<file path="src/include/afp_pkg.sv">
// Package for the amplifier fault protection sequencer: constants and carriers.
// Assumes a 10 MHz clock; comparator flags arrive asynchronous and are synchronised.
package afp_pkg;

    localparam int unsigned CLK_HZ          = 10_000_000;
    localparam int unsigned RAMP_MS         = 20;
    localparam int unsigned RAMP_CYC        = RAMP_MS * (CLK_HZ / 1000);
    localparam int unsigned CLIP_PULSE_NS   = 500;
    localparam int unsigned CLIP_PULSE_CYC  = (CLIP_PULSE_NS * (CLK_HZ / 1_000_000) + 999) / 1000;
    localparam int unsigned INJECT_EVERY    = 4;
    localparam int unsigned OLP_COUNT_MAX   = 15;
    localparam int unsigned FRAME_DIV       = 25;
    localparam int unsigned SHORT_STEP_CYC  = 100;

    // Comparator flags: 4-bit fields per half-bridge (index 0..3 are A..D), 2-bit fields per channel, the rest global.
    typedef struct packed {
        logic [3:0] over_current;
        logic [3:0] boot_uv;
        logic [1:0] imbalance;
        logic [1:0] clipping;
        logic       short_gnd;
        logic       short_rail;
        logic       undervoltage_guard;
        logic       overvoltage_guard;
        logic       thermal_warning;
        logic       thermal_shutdown;
    } afp_flags_t;

    typedef enum logic [2:0] {
        ST_OFF,
        ST_CHECK_GND,
        ST_CHECK_RAIL,
        ST_RAMP_UP,
        ST_RUN,
        ST_RAMP_DOWN
    } afp_state_t;

endpackage

</file>
<file path="src/verilog/afp_seq.sv">
// Control and protection sequencer for a two-channel switching power stage.
// Assumes comparator flags come from another domain and the mute node level
// arrives as a pin; outputs drive gate-enable logic and open-drain pins.
`timescale 1ns/1ps

////////////////////////////////////////////////////////////////////////////////

// Contract
// - Power-down ramp lasts about 20 ms.
// - Reset low ramps down, then Hi-Z; with thermal or overload latched the code goes straight to Hi-Z.
// - Weak pull-downs on while reset low.
// - Fault pin forced high during reset.
// - Low-power state after reset ramp-down.
// - Mute low ramps down, Hi-Z, circuits powered; the code drops the enables without a ramp once the node reads low.
// - Protection fault: Hi-Z and fault low immediately.
// - Only overload and thermal shutdown latch.
// - Bridge-mode shutdown grouping by error location.
// - Bootstrap undervoltage kills only its half-bridge.
// - Overcurrent flips bridge until next frame.
// - Persistent overcurrent latches channel off.
// - Saturation injects pulses every fourth frame.
// - Clip pulses warning pin, about 500 ns.
// - Imbalance counts up, shuts channel at maximum.
// - Short check after reset; hold Hi-Z.
// - Check ground shorts, then rail shorts.
// - Fault low during check; each reset rechecks.
// - Over 125 C warns without stopping.
// - Over 155 C latches shutdown until reset.
// - Fault and warning pins open drain, active low.
module afp_seq #(
    parameter int unsigned RAMP_CYCLES = afp_pkg::RAMP_CYC,
    parameter int unsigned OLP_MAX     = afp_pkg::OLP_COUNT_MAX
) (
    input  wire logic               i_clk,
    input  wire logic               i_rstn,
    input  wire logic               i_reset_pin_n,
    input  wire logic               i_parallel_bridge_mode,
    input  wire afp_pkg::afp_flags_t i_flags,
    input  wire logic               i_mute_ramp_node,
    output logic                    o_mute_ramp_node_oe,
    output logic                    o_mute_ramp_charge,
    output logic [3:0]              o_hb_enable,
    output logic [3:0]              o_hb_pulldown,
    output logic [1:0]              o_flip,
    output logic [1:0]              o_inject,
    output logic                    o_low_power,
    output logic                    o_fault_oe,
    output logic                    o_thermal_clip_oe
);

    ////////////////////////////////////////////////////////////////////////////

    localparam int FW = $bits(afp_pkg::afp_flags_t);

    logic [FW-1:0]       sync1_ff;
    logic [FW-1:0]       sync2_ff;
    logic [1:0]          rst_sync_ff;
    logic [1:0]          mute_sync_ff;
    afp_pkg::afp_flags_t fl;
    logic                rst_pin;
    logic                mute_low;
    logic                frame_ff;
    logic [7:0]          div_ff;
    logic [1:0]          frame_cnt_ff;
    afp_pkg::afp_state_t state_ff;
    logic [31:0]         tmr_ff;
    logic                ote_ff;
    logic [1:0]          olp_ff;
    logic [1:0]          flip_ff;
    logic [7:0]          olp_cnt_ff [2];
    logic [7:0]          clip_cnt_ff;
    logic                global_fault;
    logic [3:0]          local_off;
    logic [1:0]          ch_off;

    // Flags pass two flip-flops; the first stage is read only by the second.
    always_ff @(posedge i_clk) begin
        sync1_ff     <= i_flags;
        sync2_ff     <= sync1_ff;
        rst_sync_ff  <= {rst_sync_ff[0], i_reset_pin_n};
        mute_sync_ff <= {mute_sync_ff[0], i_mute_ramp_node};
    end

    assign fl         = afp_pkg::afp_flags_t'(sync2_ff);
    assign rst_pin    = rst_sync_ff[1];
    assign mute_low   = ~mute_sync_ff[1];

    ////////////////////////////////////////////////////////////////////////////

    // Switching-frame enable derived from the system clock.
    always_ff @(posedge i_clk) begin
        if (!i_rstn || div_ff == 8'(afp_pkg::FRAME_DIV - 1)) begin
            div_ff <= 8'h00;
        end else begin
            div_ff <= div_ff + 8'h01;
        end
        frame_ff <= i_rstn && div_ff == 8'(afp_pkg::FRAME_DIV - 1);
    end

    always_ff @(posedge i_clk) begin
        if (!i_rstn) begin
            frame_cnt_ff <= 2'h0;
        end else if (frame_ff) begin
            frame_cnt_ff <= frame_cnt_ff + 2'h1;
        end
    end

    ////////////////////////////////////////////////////////////////////////////

    // Sequencer. The mute node is charged by the device while ramping up and
    // discharged while ramping down; the timer stands in for the capacitor.
    always_ff @(posedge i_clk) begin
        if (!i_rstn) begin
            state_ff <= afp_pkg::ST_OFF;
            tmr_ff   <= 32'h0;
        end else if (!rst_pin) begin
            if ((state_ff == afp_pkg::ST_RUN || state_ff == afp_pkg::ST_RAMP_UP) &&
                (ote_ff || |olp_ff)) begin
                // A latched bridge must stay in Hi-Z; a ramp-down would restart it.
                // The healthy channel loses its soft ramp too, traded for simplicity.
                state_ff <= afp_pkg::ST_OFF;
                tmr_ff   <= 32'h0;
            end else if (state_ff == afp_pkg::ST_RUN || state_ff == afp_pkg::ST_RAMP_UP) begin
                state_ff <= afp_pkg::ST_RAMP_DOWN;
                tmr_ff   <= 32'h0;
            end else if (state_ff == afp_pkg::ST_RAMP_DOWN) begin
                tmr_ff <= tmr_ff + 32'h1;
                if (tmr_ff >= 32'(RAMP_CYCLES - 1)) begin
                    state_ff <= afp_pkg::ST_OFF;
                end
            end else begin
                state_ff <= afp_pkg::ST_OFF;
            end
        end else begin
            unique case (state_ff)
                afp_pkg::ST_OFF: begin
                    state_ff <= afp_pkg::ST_CHECK_GND;
                    tmr_ff   <= 32'h0;
                end
                afp_pkg::ST_CHECK_GND: begin
                    tmr_ff <= fl.short_gnd ? 32'h0 : tmr_ff + 32'h1;
                    if (tmr_ff >= 32'(afp_pkg::SHORT_STEP_CYC - 1)) begin
                        state_ff <= afp_pkg::ST_CHECK_RAIL;
                        tmr_ff   <= 32'h0;
                    end
                end
                afp_pkg::ST_CHECK_RAIL: begin
                    tmr_ff <= fl.short_rail ? 32'h0 : tmr_ff + 32'h1;
                    if (tmr_ff >= 32'(afp_pkg::SHORT_STEP_CYC - 1)) begin
                        state_ff <= afp_pkg::ST_RAMP_UP;
                        tmr_ff   <= 32'h0;
                    end
                end
                afp_pkg::ST_RAMP_UP: begin
                    tmr_ff <= tmr_ff + 32'h1;
                    if (tmr_ff >= 32'(RAMP_CYCLES - 1)) begin
                        state_ff <= afp_pkg::ST_RUN;
                    end
                end
                afp_pkg::ST_RUN: begin
                    tmr_ff <= 32'h0;
                end
                afp_pkg::ST_RAMP_DOWN: begin
                    // A reset pulse cut short still earns a fresh short check.
                    state_ff <= afp_pkg::ST_CHECK_GND;
                    tmr_ff   <= 32'h0;
                end
            endcase
        end
    end

    ////////////////////////////////////////////////////////////////////////////

    // Latched faults survive until the reset pin is taken low.
    always_ff @(posedge i_clk) begin
        if (!i_rstn || !rst_pin) begin
            ote_ff <= 1'b0;
        end else if (fl.thermal_shutdown) begin
            ote_ff <= 1'b1;
        end
    end

    // Overcurrent flip held for the rest of the frame, set wins over clear.
    always_ff @(posedge i_clk) begin
        if (!i_rstn) begin
            flip_ff <= 2'b00;
        end else begin
            for (int c = 0; c < 2; c++) begin
                if (|fl.over_current[2*c +: 2]) begin
                    flip_ff[c] <= 1'b1;
                end else if (frame_ff) begin
                    flip_ff[c] <= 1'b0;
                end
            end
        end
    end

    // One counter per channel: current limiting or imbalance in a frame counts
    // up; reaching the maximum latches the channel off.
    always_ff @(posedge i_clk) begin
        if (!i_rstn || !rst_pin) begin
            olp_cnt_ff[0] <= 8'h00;
            olp_cnt_ff[1] <= 8'h00;
            olp_ff        <= 2'b00;
        end else if (frame_ff) begin
            for (int c = 0; c < 2; c++) begin
                if (flip_ff[c] || fl.imbalance[c]) begin
                    if (olp_cnt_ff[c] >= 8'(OLP_MAX - 1)) begin
                        olp_ff[c] <= 1'b1;
                    end else begin
                        olp_cnt_ff[c] <= olp_cnt_ff[c] + 8'h01;
                    end
                end else if (olp_cnt_ff[c] != 8'h00) begin
                    olp_cnt_ff[c] <= olp_cnt_ff[c] - 8'h01;
                end
            end
        end
    end

    // Clip indication: a pulse of fixed width each frame while saturated.
    always_ff @(posedge i_clk) begin
        if (!i_rstn) begin
            clip_cnt_ff <= 8'h00;
        end else if (frame_ff && (|fl.clipping || |flip_ff)) begin
            clip_cnt_ff <= 8'(afp_pkg::CLIP_PULSE_CYC);
        end else if (clip_cnt_ff != 8'h00) begin
            clip_cnt_ff <= clip_cnt_ff - 8'h01;
        end
    end

    ////////////////////////////////////////////////////////////////////////////

    // Supply faults self clear; thermal and overload stay latched.
    assign global_fault = fl.undervoltage_guard | fl.overvoltage_guard | ote_ff;

    // Overload and imbalance are local errors: mode decides the shutdown group.
    always_comb begin
        ch_off = olp_ff;
        if (i_parallel_bridge_mode && |olp_ff) begin
            ch_off = 2'b11;
        end
        local_off = {{2{ch_off[1]}}, {2{ch_off[0]}}};
    end

    always_comb begin
        o_hb_enable = 4'h0;
        if (state_ff == afp_pkg::ST_RUN || state_ff == afp_pkg::ST_RAMP_UP) begin
            if (!global_fault && !mute_low) begin
                o_hb_enable = ~local_off & ~fl.boot_uv;
            end
        end
        if (state_ff == afp_pkg::ST_RAMP_DOWN && !global_fault) begin
            o_hb_enable = ~local_off & ~fl.boot_uv;
        end
    end

    // Inject only while saturated, on every fourth frame.
    assign o_inject = (|frame_cnt_ff == 1'b0 && frame_ff) ?
                      ((fl.clipping | flip_ff) & ~ch_off) : 2'b00;

    assign o_flip              = flip_ff;
    assign o_hb_pulldown       = {4{!rst_pin}};
    assign o_low_power         = !rst_pin && state_ff == afp_pkg::ST_OFF;
    // Mute driver pulls the node low in off and ramp-down; the node charges in ramp-up and run.
    assign o_mute_ramp_node_oe = state_ff == afp_pkg::ST_OFF ||
                                 state_ff == afp_pkg::ST_RAMP_DOWN;
    assign o_mute_ramp_charge  = state_ff == afp_pkg::ST_RAMP_UP ||
                                 state_ff == afp_pkg::ST_RUN;

    // Open-drain enables: high pulls the pin low.
    assign o_fault_oe = rst_pin &&
                        (global_fault || |olp_ff ||
                         state_ff == afp_pkg::ST_CHECK_GND ||
                         state_ff == afp_pkg::ST_CHECK_RAIL);
    assign o_thermal_clip_oe = fl.thermal_warning || clip_cnt_ff != 8'h00;

endmodule // afp_seq
</file>
<file path="config.mk">
export PLATFORM = sky130hd
export DESIGN_NAME = afp_seq
export DESIGN_NICKNAME = d
export VERILOG_FILES = /design/src/include/afp_pkg.sv /design/src/verilog/afp_seq.sv
export SDC_FILE = /design/constraint.sdc
export NUM_CORES = 1
export LEC_CHECK = 0
export BUFFER_PORTS_ARGS = -buffer_cell sky130_fd_sc_hd__buf_4
export CORE_MARGIN = 3
export CORE_UTILIZATION = 35
export CTS_CLUSTER_SIZE = 12
export DETAILED_ROUTE_END_ITERATION = 6
export SYNTH_ARGS = -nofsm -noshare
export SYNTH_HDL_FRONTEND = slang
export SYNTH_SLANG_ARGS = --single-unit
</file>
<file path="constraint.sdc">
create_clock -name i_clk -period 4.6 [get_ports i_clk]
set_input_delay 0.46 -clock i_clk [delete_from_list [all_inputs] [get_ports i_clk]]
set_output_delay 0.46 -clock i_clk [all_outputs]
set_load 0.02 [all_outputs]
</file>
==> results.md, run 1 <==
* Finish-stage setup viols at 0
* Fin util at 43.6%
* Via density at 5.10
* CTS sink count at 115
* Tot Pwr at 2790 uW
* Status: finished clean
* Clock skew at 0.0145 ns
* Placed cell count at 756
* Total Routed Length at 10,400 um
* Initial DRC count at 246
* Grt ovf at 0
* Setup repair bufs after CTS at 0
* Core Region at 14,100 um^2
* Highest clock rate at 298 MHz
* Period utilization at 73.1%
* Critical path class: reg -> reg
* CP endpoint kind: flip-flop
* Largest cells by area after synthesis: dfxtp_1, edfxtp_1, nor2_1, xnor2_1, xor2_1
* Initial antenna violation count at 0
* Crit path DAT at 3.51 ns
* R2R Path End: olp_cnt_ff[0][7]
* Syn Inst Count at 558
* Antenna Violating Nets Remaining at 0
* CTS tree: done
* CP Launch Type: flip-flop
* Largest stage delay, worst path at 0.66 ns
* Sequential share of the synthesized area at 48.2%
* Syn avg cell area at 9.15 um^2
* Residual DRC at 0
* Net count after synthesis at 596
* Yosys reg bits at 115
* Primary FF master, synth: dfxtp_1
* Clock Latency Late Sink at 0.41 ns
* Asr flop ratio synth at 0%
* Critical path peak fanout at 7
* Setup slack, reg-to-reg at 1.24 ns
* Syn-to-layout area delta at 20.3%
* H-tree levels at 4
* Vias in the first global route at 3,838
* I/O pin count at 40
* Max-slew violation count at 0
* CTS max path bufs at 2
* Top cell types by occurrence after synthesis: dfxtp_1, nor2_1, nand2_1
* Worst reg-to-reg path cell count at 10
* Wire length per cell at 13.2 um
* P per Cell Area at 454 nW/um^2
* Share of the synthesized area in the top cell type at 38.8%
* Worst r2r src: olp_cnt_ff[0][7]
* Routability-driven placement congestion ratio at 0.792
* CTS buffer count at 17
* CP Cell Sequence: nor4_1 -> a2111o_1 -> inv_1 -> ha_1 -> a21o_1 -> a211oi_1 -> nor2_1 -> o41ai_1 -> xnor2_1 -> mux2i_1
* Initial Utilization at 36.2%
* # Max-Cap Violations at 0
* CTS Hold Buffers Added at 0
* DIE WIDTH at 127 um
* # resized after CTS at 0
* RSZ-0062 raised after global routing: false
* Vias at 4,021
* Hold path start: i_flags[1]
* Layout Cells excl Fill at 788
* Total global-route track usage at 13.5%
* Final worst slack at 1.24 ns
* Hold endpoint: sync1_ff[1]
* Layout cells sized above 1 at 14.3%
* Setup TNS at 0 ns
* Number of flops mapped to enable cells by yosys at 16
* N_diodes at 0
* Num rows at 43
* Hold path cells at 1
* Port bufs at 39
* Layout net count at 633
* Largest net degree at the start of global routing at 32
* Detailed Place HPWL at 7260 um
* Slew margin rel. at 28.1%
* Die area at 16,100 um^2
* Pleak at 0.00228 uW
* Hold Violations, Final at 0
* Pre-CTS WS at 1.22 ns
* Unique masters post-synth at 62
* Root buf cell: clkbuf_16
* Clock slew at reported path FFs at 0.06 ns
* Die H at 127 um
* Min-delay worst type: in -> reg
* First-pass GRT wire length at 17,800 um
* Post-synth top area cell: dfxtp_1
* Count leader, synth: dfxtp_1
* Slowest cell on the critical path: nor4_1
* Cell Area, Synth at 5110 um^2
* Final Critical Period at 3.36 ns
* Initial DRT Pass Iterations at 5
* Worst slew pin tran at 1.08 ns
* YS warnings at 0
* Crit path required time at 4.75 ns
* Maximum vdd drop at 0.000297 V
==> layout by cell type (no fill, tap or decap), types with 13 or more instances in the layout <==
master,count
a21oi_1,19
clkbuf_16,17
nor3_1,17
ha_1,14
xor2_1,21
nand3_1,22
nor4_1,13
xnor2_1,26
dfxtp_1,99
nor2_1,98
nand2_1,40
inv_1,21
buf_4,40
edfxtp_1,16
o21ai_0,15
==> per-layer routing <==
| metal | GRT usage, % | vias to the layer above | part of all wire [%] | wire, um |
|---|---|---|---|---|
| li1 | - | 2029 | - | - |
| met1 | 17.1 | 1890 | 47 | 4890 |
| met2 | 22.2 | 85 | 47 | 4950 |
| met3 | 3.03 | 17 | 3.7 | 382 |
| met4 | 5.80 | 0 | 2.0 | 211 |
| met5 | 0 | - | 0 | 0 |
==> worst max path at each step <==
stage	start	endpoint	slack [ns]	cells after the start
floorplan	olp_cnt_ff[0][7]	olp_cnt_ff[0][7]	1.69	10
global placement	olp_cnt_ff[0][7]	olp_cnt_ff[0][7]	1.35	10
detailed placement	olp_cnt_ff[0][7]	olp_cnt_ff[0][7]	1.22	10
CTS	olp_cnt_ff[0][7]	olp_cnt_ff[0][7]	1.20	10
global route	olp_cnt_ff[0][7]	olp_cnt_ff[0][7]	0.96	10
finish	olp_cnt_ff[0][7]	olp_cnt_ff[0][7]	1.24	10
==> state kept, by name, indices dropped and copies added (netlist names) <==
name and flops:
tmr_ff 32, fl 18, sync1_ff 18, olp_cnt_ff 16, clip_cnt_ff 8, div_ff 8, state_ff 3, frame_cnt_ff 2
mute_sync_ff 2, o_flip 2, olp_ff 2, rst_sync_ff 2, frame_ff 1, ote_ff 1
==> metrics by stage <==
| step | cell area, um^2 | hold WS, ns |
|---|---|---|
| 6_report | 6140 | 0.144 |
| 4_1_cts | 6140 | 0.131 |
| 3_5_place_dp | 5520 | 0.312 |
| 3_3_place_gp | 5520 | 0.311 |
| 5_1_grt | 6140 | 0.132 |
| 2_1_floorplan | 5110 | 0.310 |
==> cell families after synthesis <==
group	count (synthesis)	share of synthesized area, %
and+or+nand+nor	255	24.4
DFF	115	48.2
AOI/OAI and AO/OA	79	11.1
xor gates and xnor gates	47	8.06
buffers and inverters	44	3.75
adders and majority gates	15	3.82
muxes	3	0.588
==> power by group <==
group | internal (uW) | switching [uW]
logic | 124 | 154
clock network | 866 | 501
registers | 1090 | 56.0
total | 2080 | 712
==> worst max-delay path, delay by kind of cell (launching register included) <==
kind	cells	cell delay [ns]
AOI/OAI and AO/OA	4	1.18
and+or+nand+nor	2	0.75
DFF	1	0.40
adders and majority gates	1	0.31
xor gates and xnor gates	1	0.19
buffers and inverters	1	0.18
muxes	1	0.09
==> layout make-up <==
cell class / instances / area, um^2
clock buffer: 17 / 425
clock inverter: 15 / 193
fill: 1385 / 7960
inverter: 22 / 82.6
multi-input combinational: 399 / 2450
sequential: 115 / 2460
tap: 180 / 225
timing repair buffer: 40 / 300
Power figures use the tool's default switching activity.
==> run 2: changes to the inputs <==
clock period = 3.31 ns   (was 4.6 ns; I/O delays follow)
==> results.md, run 2 (synthesis gave the netlist of run 1 again) <==
* Status: finished clean (unchanged)
* Largest net degree at the start of global routing at 32 (unchanged)
* Initial DRT Pass Iterations at 4 (was 5)
* Total Routed Length at 10,500 um (was 10,400 um)
* N_diodes at 0 (unchanged)
* I/O pin count at 40 (unchanged)
* Max-slew violation count at 0 (unchanged)
* Die area at 16,100 um^2 (unchanged)
* Clock slew at reported path FFs at 0.06 ns (about the same)
* RSZ-0062 raised after global routing: false (unchanged)
* CTS buffer count at 17 (unchanged)
* Most frequent cells in the layout: dfxtp_1, nor2_1, buf_4 (was dfxtp_1, nor2_1, nand2_1, buf_4, xnor2_1)
* Fin util at 43.6% (about the same)
* Worst path bufs/invs at 2 (was 1)
* CP endpoint kind: flip-flop (unchanged)
* Worst r2r src: olp_cnt_ff[0][7] (unchanged)
* CP top delay family: compound AO/OA/AOI/OAI gates (unchanged)
* First-pass GRT wire length at 18,500 um (was 17,800 um)
* DR top layer: met4 (unchanged)
* # resized after CTS at 0 (unchanged)
* Slew margin rel. at 40.8% (was 28.1%)
* P per Cell Area at 608 nW/um^2 (was 454 nW/um^2)
* Finish-stage setup viols at 0 (unchanged)
* CTS Hold Buffers Added at 0 (unchanged)
* Tot Pwr at 3740 uW (was 2790 uW)
* CTS sink count at 115 (unchanged)
* Register with the most flip-flops: tmr_ff (unchanged)
* Power share of the clock group at 46.8% (was 49.0%)
* Wire length per cell at 13.2 um (about the same)
* Crit path required time at 3.46 ns (was 4.75 ns)
* Slowest cell on the critical path: edfxtp_1 (was nor4_1)
* Switching Fraction at 25.7% (was 25.5%)
* Hold Violations, Final at 0 (unchanged)
* Worst slew pin tran at 0.888 ns (was 1.08 ns)
* Max reg flops at 32 (unchanged)
* Post-Layout Inst Area at 6150 um^2 (was 6140 um^2)
* Num rows at 43 (unchanged)
* Largest stage delay, worst path at 0.41 ns (was 0.66 ns)
* Port bufs at 39 (unchanged)
* DR WL met3 at 366 um (was 382 um)
* Via density at 5.08 (was 5.10)
* Critical path peak fanout at 6 (was 7)
* Critical path class: reg -> reg (unchanged)
* Grt ovf at 0 (unchanged)
* Worst reg-to-reg path cell count at 11 (was 10)
* Met2 Wirelength at 5120 um (was 4950 um)
* Setup TNS at 0 ns (unchanged)
* Logic pwr share at 10.7% (was 10.0%)
* Antenna Violating Nets Remaining at 0 (unchanged)
* Initial Utilization at 36.2% (unchanged)
* Met1 WL at 4910 um (was 4890 um)
* Layout cells sized above 1 at 15.1% (was 14.3%)
* Initial antenna violation count at 0 (unchanged)
* Root buf cell: clkbuf_16 (unchanged)
* Layout net count at 640 (was 633)
* Internal at 2780 uW (was 2080 uW)
* CP Launch Type: flip-flop (unchanged)
* CTS tree: done (unchanged)
* Final worst slack at 0.429 ns (was 1.24 ns)
* Vias at 4,037 (was 4,021)
* Routability-driven placement congestion ratio at 0.817 (was 0.792)
* Setup repair bufs after CTS at 0 (unchanged)
* # fillers at 1,390 (was 1,385)
* Final Critical Period at 2.88 ns (was 3.36 ns)
* Clock skew at 0.00860 ns (was 0.0145 ns)
* CTS max path bufs at 2 (unchanged)
* Detailed Place HPWL at 7490 um (was 7260 um)
* Min-delay worst type: in -> reg (unchanged)
* DIE WIDTH at 127 um (unchanged)
* Syn-to-layout area delta at 20.5% (was 20.3%)
* Residual DRC at 0 (unchanged)
* Crit path DAT at 3.03 ns (was 3.51 ns)
* Most common cell after layout, fill and taps aside: dfxtp_1 (unchanged)
* Maximum vdd drop at 0.000427 V (was 0.000297 V)
* Hold path start: i_flags[13] (was i_flags[1])
* CP Cell Sequence: nor4_1 -> buf_4 -> a2111o_1 -> inv_1 -> ha_1 -> a21o_1 -> a211oi_1 -> nor2_1 -> o41ai_1 -> xnor2_1 -> mux2i_1 (was nor4_1 -> a2111o_1 -> inv_1 -> ha_1 -> a21o_1 -> a211oi_1 -> nor2_1 -> o41ai_1 -> xnor2_1 -> mux2i_1)
* R2R Path End: olp_cnt_ff[0][7] (unchanged)
* Hold endpoint: sync1_ff[13] (was sync1_ff[1])
* Hold path cells at 1 (unchanged)
* P_sw at 960 uW (was 712 uW)
* # Max-Cap Violations at 0 (unchanged)
* Setup slack, reg-to-reg at 0.43 ns (was 1.24 ns)
* Initial DRC count at 190 (was 246)
* Clock Latency Late Sink at 0.40 ns (was 0.41 ns)
* Die H at 127 um (unchanged)
* Seq pwr share at 42.5% (was 41.0%)
* Vias in the first global route at 3,997 (was 3,838)
* Core Region at 14,100 um^2 (unchanged)
* H-tree levels at 4 (unchanged)
* Pre-CTS WS at 0.345 ns (was 1.22 ns)
* Pleak at 0.00228 uW (about the same)
* Total global-route track usage at 13.8% (was 13.5%)
* Highest clock rate at 347 MHz (was 298 MHz)
* Period utilization at 87.0% (was 73.1%)
* Post-DP Area at 5580 um^2 (was 5520 um^2)
-- run 2: cell types whose count changed in the layout (fill, tap and decap cells not counted), sizes merged --
| cell | before | now |
|---|---|---|
| clkinv | 6 | 3 |
| inv | 28 | 27 |
| bufinv | 3 | 1 |
| buf | 40 | 47 |
| clkbuf | 17 | 20 |
| clkinvlp | 0 | 3 |
-- run 2: layer usage --
layer	vias to the layer above	GRT usage, %
met5	-	0
met4	0	5.24
met3	10	3.16
met2	77	22.8
met1	1899	17.7
li1	2051	-
-- run 2: how the worst max path moves through the flow --
| stage | startpoint | to | slack [ns] | cells after the start |
|---|---|---|---|---|
| floorplan | olp_cnt_ff[0][7] | olp_cnt_ff[0][7] | 0.40 | 10 |
| global placement | i_rstn | olp_cnt_ff[0][7] | 0.38 | 11 |
| detailed placement | i_rstn | olp_cnt_ff[0][7] | 0.34 | 11 |
| CTS | olp_cnt_ff[0][4] | olp_cnt_ff[0][7] | 0.41 | 11 |
| global route | olp_cnt_ff[0][7] | olp_cnt_ff[0][7] | 0.24 | 11 |
| finish | olp_cnt_ff[0][7] | olp_cnt_ff[0][7] | 0.43 | 11 |
-- run 2: area by class of cell --
class                      instances  area [um^2]  share of cell area [%]
timing repair buffer              47          353                    5.74
clock buffer                      20          457                    7.42
sequential                       115         2460                    40.0
clock inverter                    12          120                    1.95
multi-input combinational        399         2450                    39.9
tap                              180          225                    3.66
inverter                          22         82.6                    1.34
-- run 2: power groups by stage --
stage	registers [uW]	logic, uW	clock network, uW
CTS	1590	406	1790
global placement	1610	386	0
finish	1590	399	1750
global route	1600	456	1870
detailed placement	1620	403	0
floorplan	1590	308	0
-- run 2: stage by stage --
| stage | hold WS, ns | std cells |
|---|---|---|
| after floorplan | 0.310 | 558 |
| after global placement | 0.310 | 763 |
| after detailed placement | 0.312 | 763 |
| after CTS | 0.00921 | 795 |
| after global routing | 0.0117 | 795 |
| final | 0.0287 | 795 |
==> run 3: changes to the inputs <==
REMOVE_ABC_BUFFERS = 1   (was unset)
==> results.md, run 3 (synthesis gave the netlist of run 1 again) <==
* Initial antenna violation count at 0 (unchanged)
* Antenna Violating Nets Remaining at 0 (unchanged)
* CP endpoint kind: flip-flop (unchanged)
* CP Cell Sequence: nor4_1 -> a2111o_1 -> inv_1 -> ha_1 -> a21o_1 -> a211oi_1 -> nor2_1 -> o41ai_1 -> xnor2_1 -> mux2i_1 (was nor4_1 -> buf_4 -> a2111o_1 -> inv_1 -> ha_1 -> a21o_1 -> a211oi_1 -> nor2_1 -> o41ai_1 -> xnor2_1 -> mux2i_1)
* Grt ovf at 0 (unchanged)
* Post-Layout Inst Area at 6170 um^2 (was 6150 um^2)
* Met2 Wirelength at 4830 um (was 5120 um)
* Slew margin rel. at 38.2% (was 40.8%)
* # fillers at 1,379 (was 1,390)
* CTS sink count at 115 (unchanged)
* Num rows at 43 (unchanged)
* Pleak at 0.00229 uW (was 0.00228 uW)
* Total global-route track usage at 13.4% (was 13.8%)
* Highest clock rate at 347 MHz (about the same)
* Crit path DAT at 3.04 ns (was 3.03 ns)
* Detailed Place HPWL at 7270 um (was 7490 um)
* H-tree levels at 4 (unchanged)
* DR WL met3 at 337 um (was 366 um)
* Residual DRC at 0 (unchanged)
* N_diodes at 0 (unchanged)
* Most frequent cells in the layout: dfxtp_1, nor2_1, buf_4 (unchanged)
* Initial DRC count at 210 (was 190)
* CTS max path bufs at 2 (unchanged)
* DIE WIDTH at 127 um (unchanged)
* Period utilization at 87.2% (was 87.0%)
* Met1 WL at 4960 um (was 4910 um)
* Critical path class: reg -> reg (unchanged)
* Hold_ws at 0.0263 ns (was 0.0287 ns)
* Setup TNS at 0 ns (unchanged)
* Most common cell after layout, fill and taps aside: dfxtp_1 (unchanged)
* Wire length per cell at 13.0 um (was 13.2 um)
* CTS buffer count at 17 (unchanged)
* Die H at 127 um (unchanged)
* I/O pin count at 40 (unchanged)
* DR top layer: met4 (unchanged)
* Initial DRT Pass Iterations at 4 (unchanged)
* Critical path peak fanout at 6 (unchanged)
* Largest net degree at the start of global routing at 32 (unchanged)
* Vias at 3,980 (was 4,037)
* Layout cells sized above 1 at 15.0% (was 15.1%)
* Slowest cell on the critical path: edfxtp_1 (unchanged)
* # Max-Cap Violations at 0 (unchanged)
* Register with the most flip-flops: tmr_ff (unchanged)
* First-pass GRT wire length at 17,800 um (was 18,500 um)
* Clock skew at 0.00708 ns (was 0.00860 ns)
* P per Cell Area at 612 nW/um^2 (was 608 nW/um^2)
* Max reg flops at 32 (unchanged)
* Layout net count at 640 (unchanged)
* Clock slew at reported path FFs at 0.06 ns (about the same)
* Setup repair bufs after CTS at 0 (unchanged)
* CP Launch Type: flip-flop (unchanged)
* Core Region at 14,100 um^2 (unchanged)
* Syn-to-layout area delta at 20.8% (was 20.5%)
* Total Routed Length at 10,300 um (was 10,500 um)
* Placed cell count at 762 (was 763)
* Layout Cells excl Fill at 795 (unchanged)
* Post-DP Area at 5570 um^2 (was 5580 um^2)
* CTS tree: done (unchanged)
* Largest stage delay, worst path at 0.43 ns (was 0.41 ns)
* Port bufs at 39 (unchanged)
* Crit path required time at 3.46 ns (about the same)
* Root buf cell: clkbuf_16 (unchanged)
* Finish-stage setup viols at 0 (unchanged)
* Routability-driven placement congestion ratio at 0.843 (was 0.817)
* Hold Violations, Final at 0 (unchanged)
* Die area at 16,100 um^2 (unchanged)
* RSZ-0062 raised after global routing: false (unchanged)
* Vias in the first global route at 3,795 (was 3,997)
* Via density at 5.01 (was 5.08)
* Worst slew pin tran at 0.903 ns (was 0.888 ns)
* Max-slew violation count at 0 (unchanged)
* Min-delay worst type: in -> reg (unchanged)
* Status: finished clean (unchanged)
* Clock Latency Late Sink at 0.40 ns (about the same)
* Initial Utilization at 36.2% (unchanged)
* Final Critical Period at 2.89 ns (was 2.88 ns)
* Maximum vdd drop at 0.000411 V (was 0.000427 V)
* Fin util at 43.8% (was 43.6%)
run 3: critical path, delay by kind of cell, from the launching register on:
family / cells / cell delay (ns)
adders and majority gates: 1 / 0.30
xor gates and xnor gates: 1 / 0.19
DFF: 1 / 0.43
AOI/OAI and AO/OA: 4 / 0.98
buffers and inverters: 1 / 0.12
and+or+nand+nor: 2 / 0.51
muxes: 1 / 0.09
run 3: where the power goes:
part	internal, uW	switching [uW]
logic	178	215
clock network	1100	696
registers	1510	73.4
run 3: worst paths after layout:
check	end	cells after the start	start	slack, ns
worst max-delay path	olp_cnt_ff[0][7]	10	olp_cnt_ff[0][1]	0.42
worst min-delay path	sync1_ff[1]	1	i_flags[1]	0.03
worst max register to register	olp_cnt_ff[0][7]	10	olp_cnt_ff[0][1]	0.42
worst min register to register	fl[16]	0	sync1_ff[16]	0.32
run 3: stage by stage:
| stage | setup WS, ns | power (uW) |
|---|---|---|
| final | 0.425 | 3770 |
| after global routing | 0.176 | 3960 |
| after CTS | 0.426 | 3820 |
| after detailed placement | 0.337 | 2010 |
| after global placement | 0.375 | 1990 |
| after floorplan | 0.267 | 1890 |
run 3: layer usage:
metal | track usage, % | up-vias
met5 | 0 | -
met4 | 5.68 | 0
met3 | 3.54 | 16
met2 | 20.6 | 72
met1 | 17.8 | 1843
li1 | - | 2049
run 3: timing repair:
| action | in CTS | in global routing |
|---|---|---|
| hold endpoints to repair | 0 | 1 |
| gates resized for setup | 0 | 0 |
| hold buffers | 0 | 1 |
run 3: layout make-up:
cell class / count / area [um^2] / share of cell area, %
multi-input cells: 399 / 2450 / 39.8
well taps: 180 / 225 / 3.65
flip-flops and latches: 115 / 2460 / 39.9
inverters: 22 / 82.6 / 1.34
clock buffers: 19 / 454 / 7.36
repair buffers: 47 / 355 / 5.76
clock inverters: 13 / 136 / 2.21
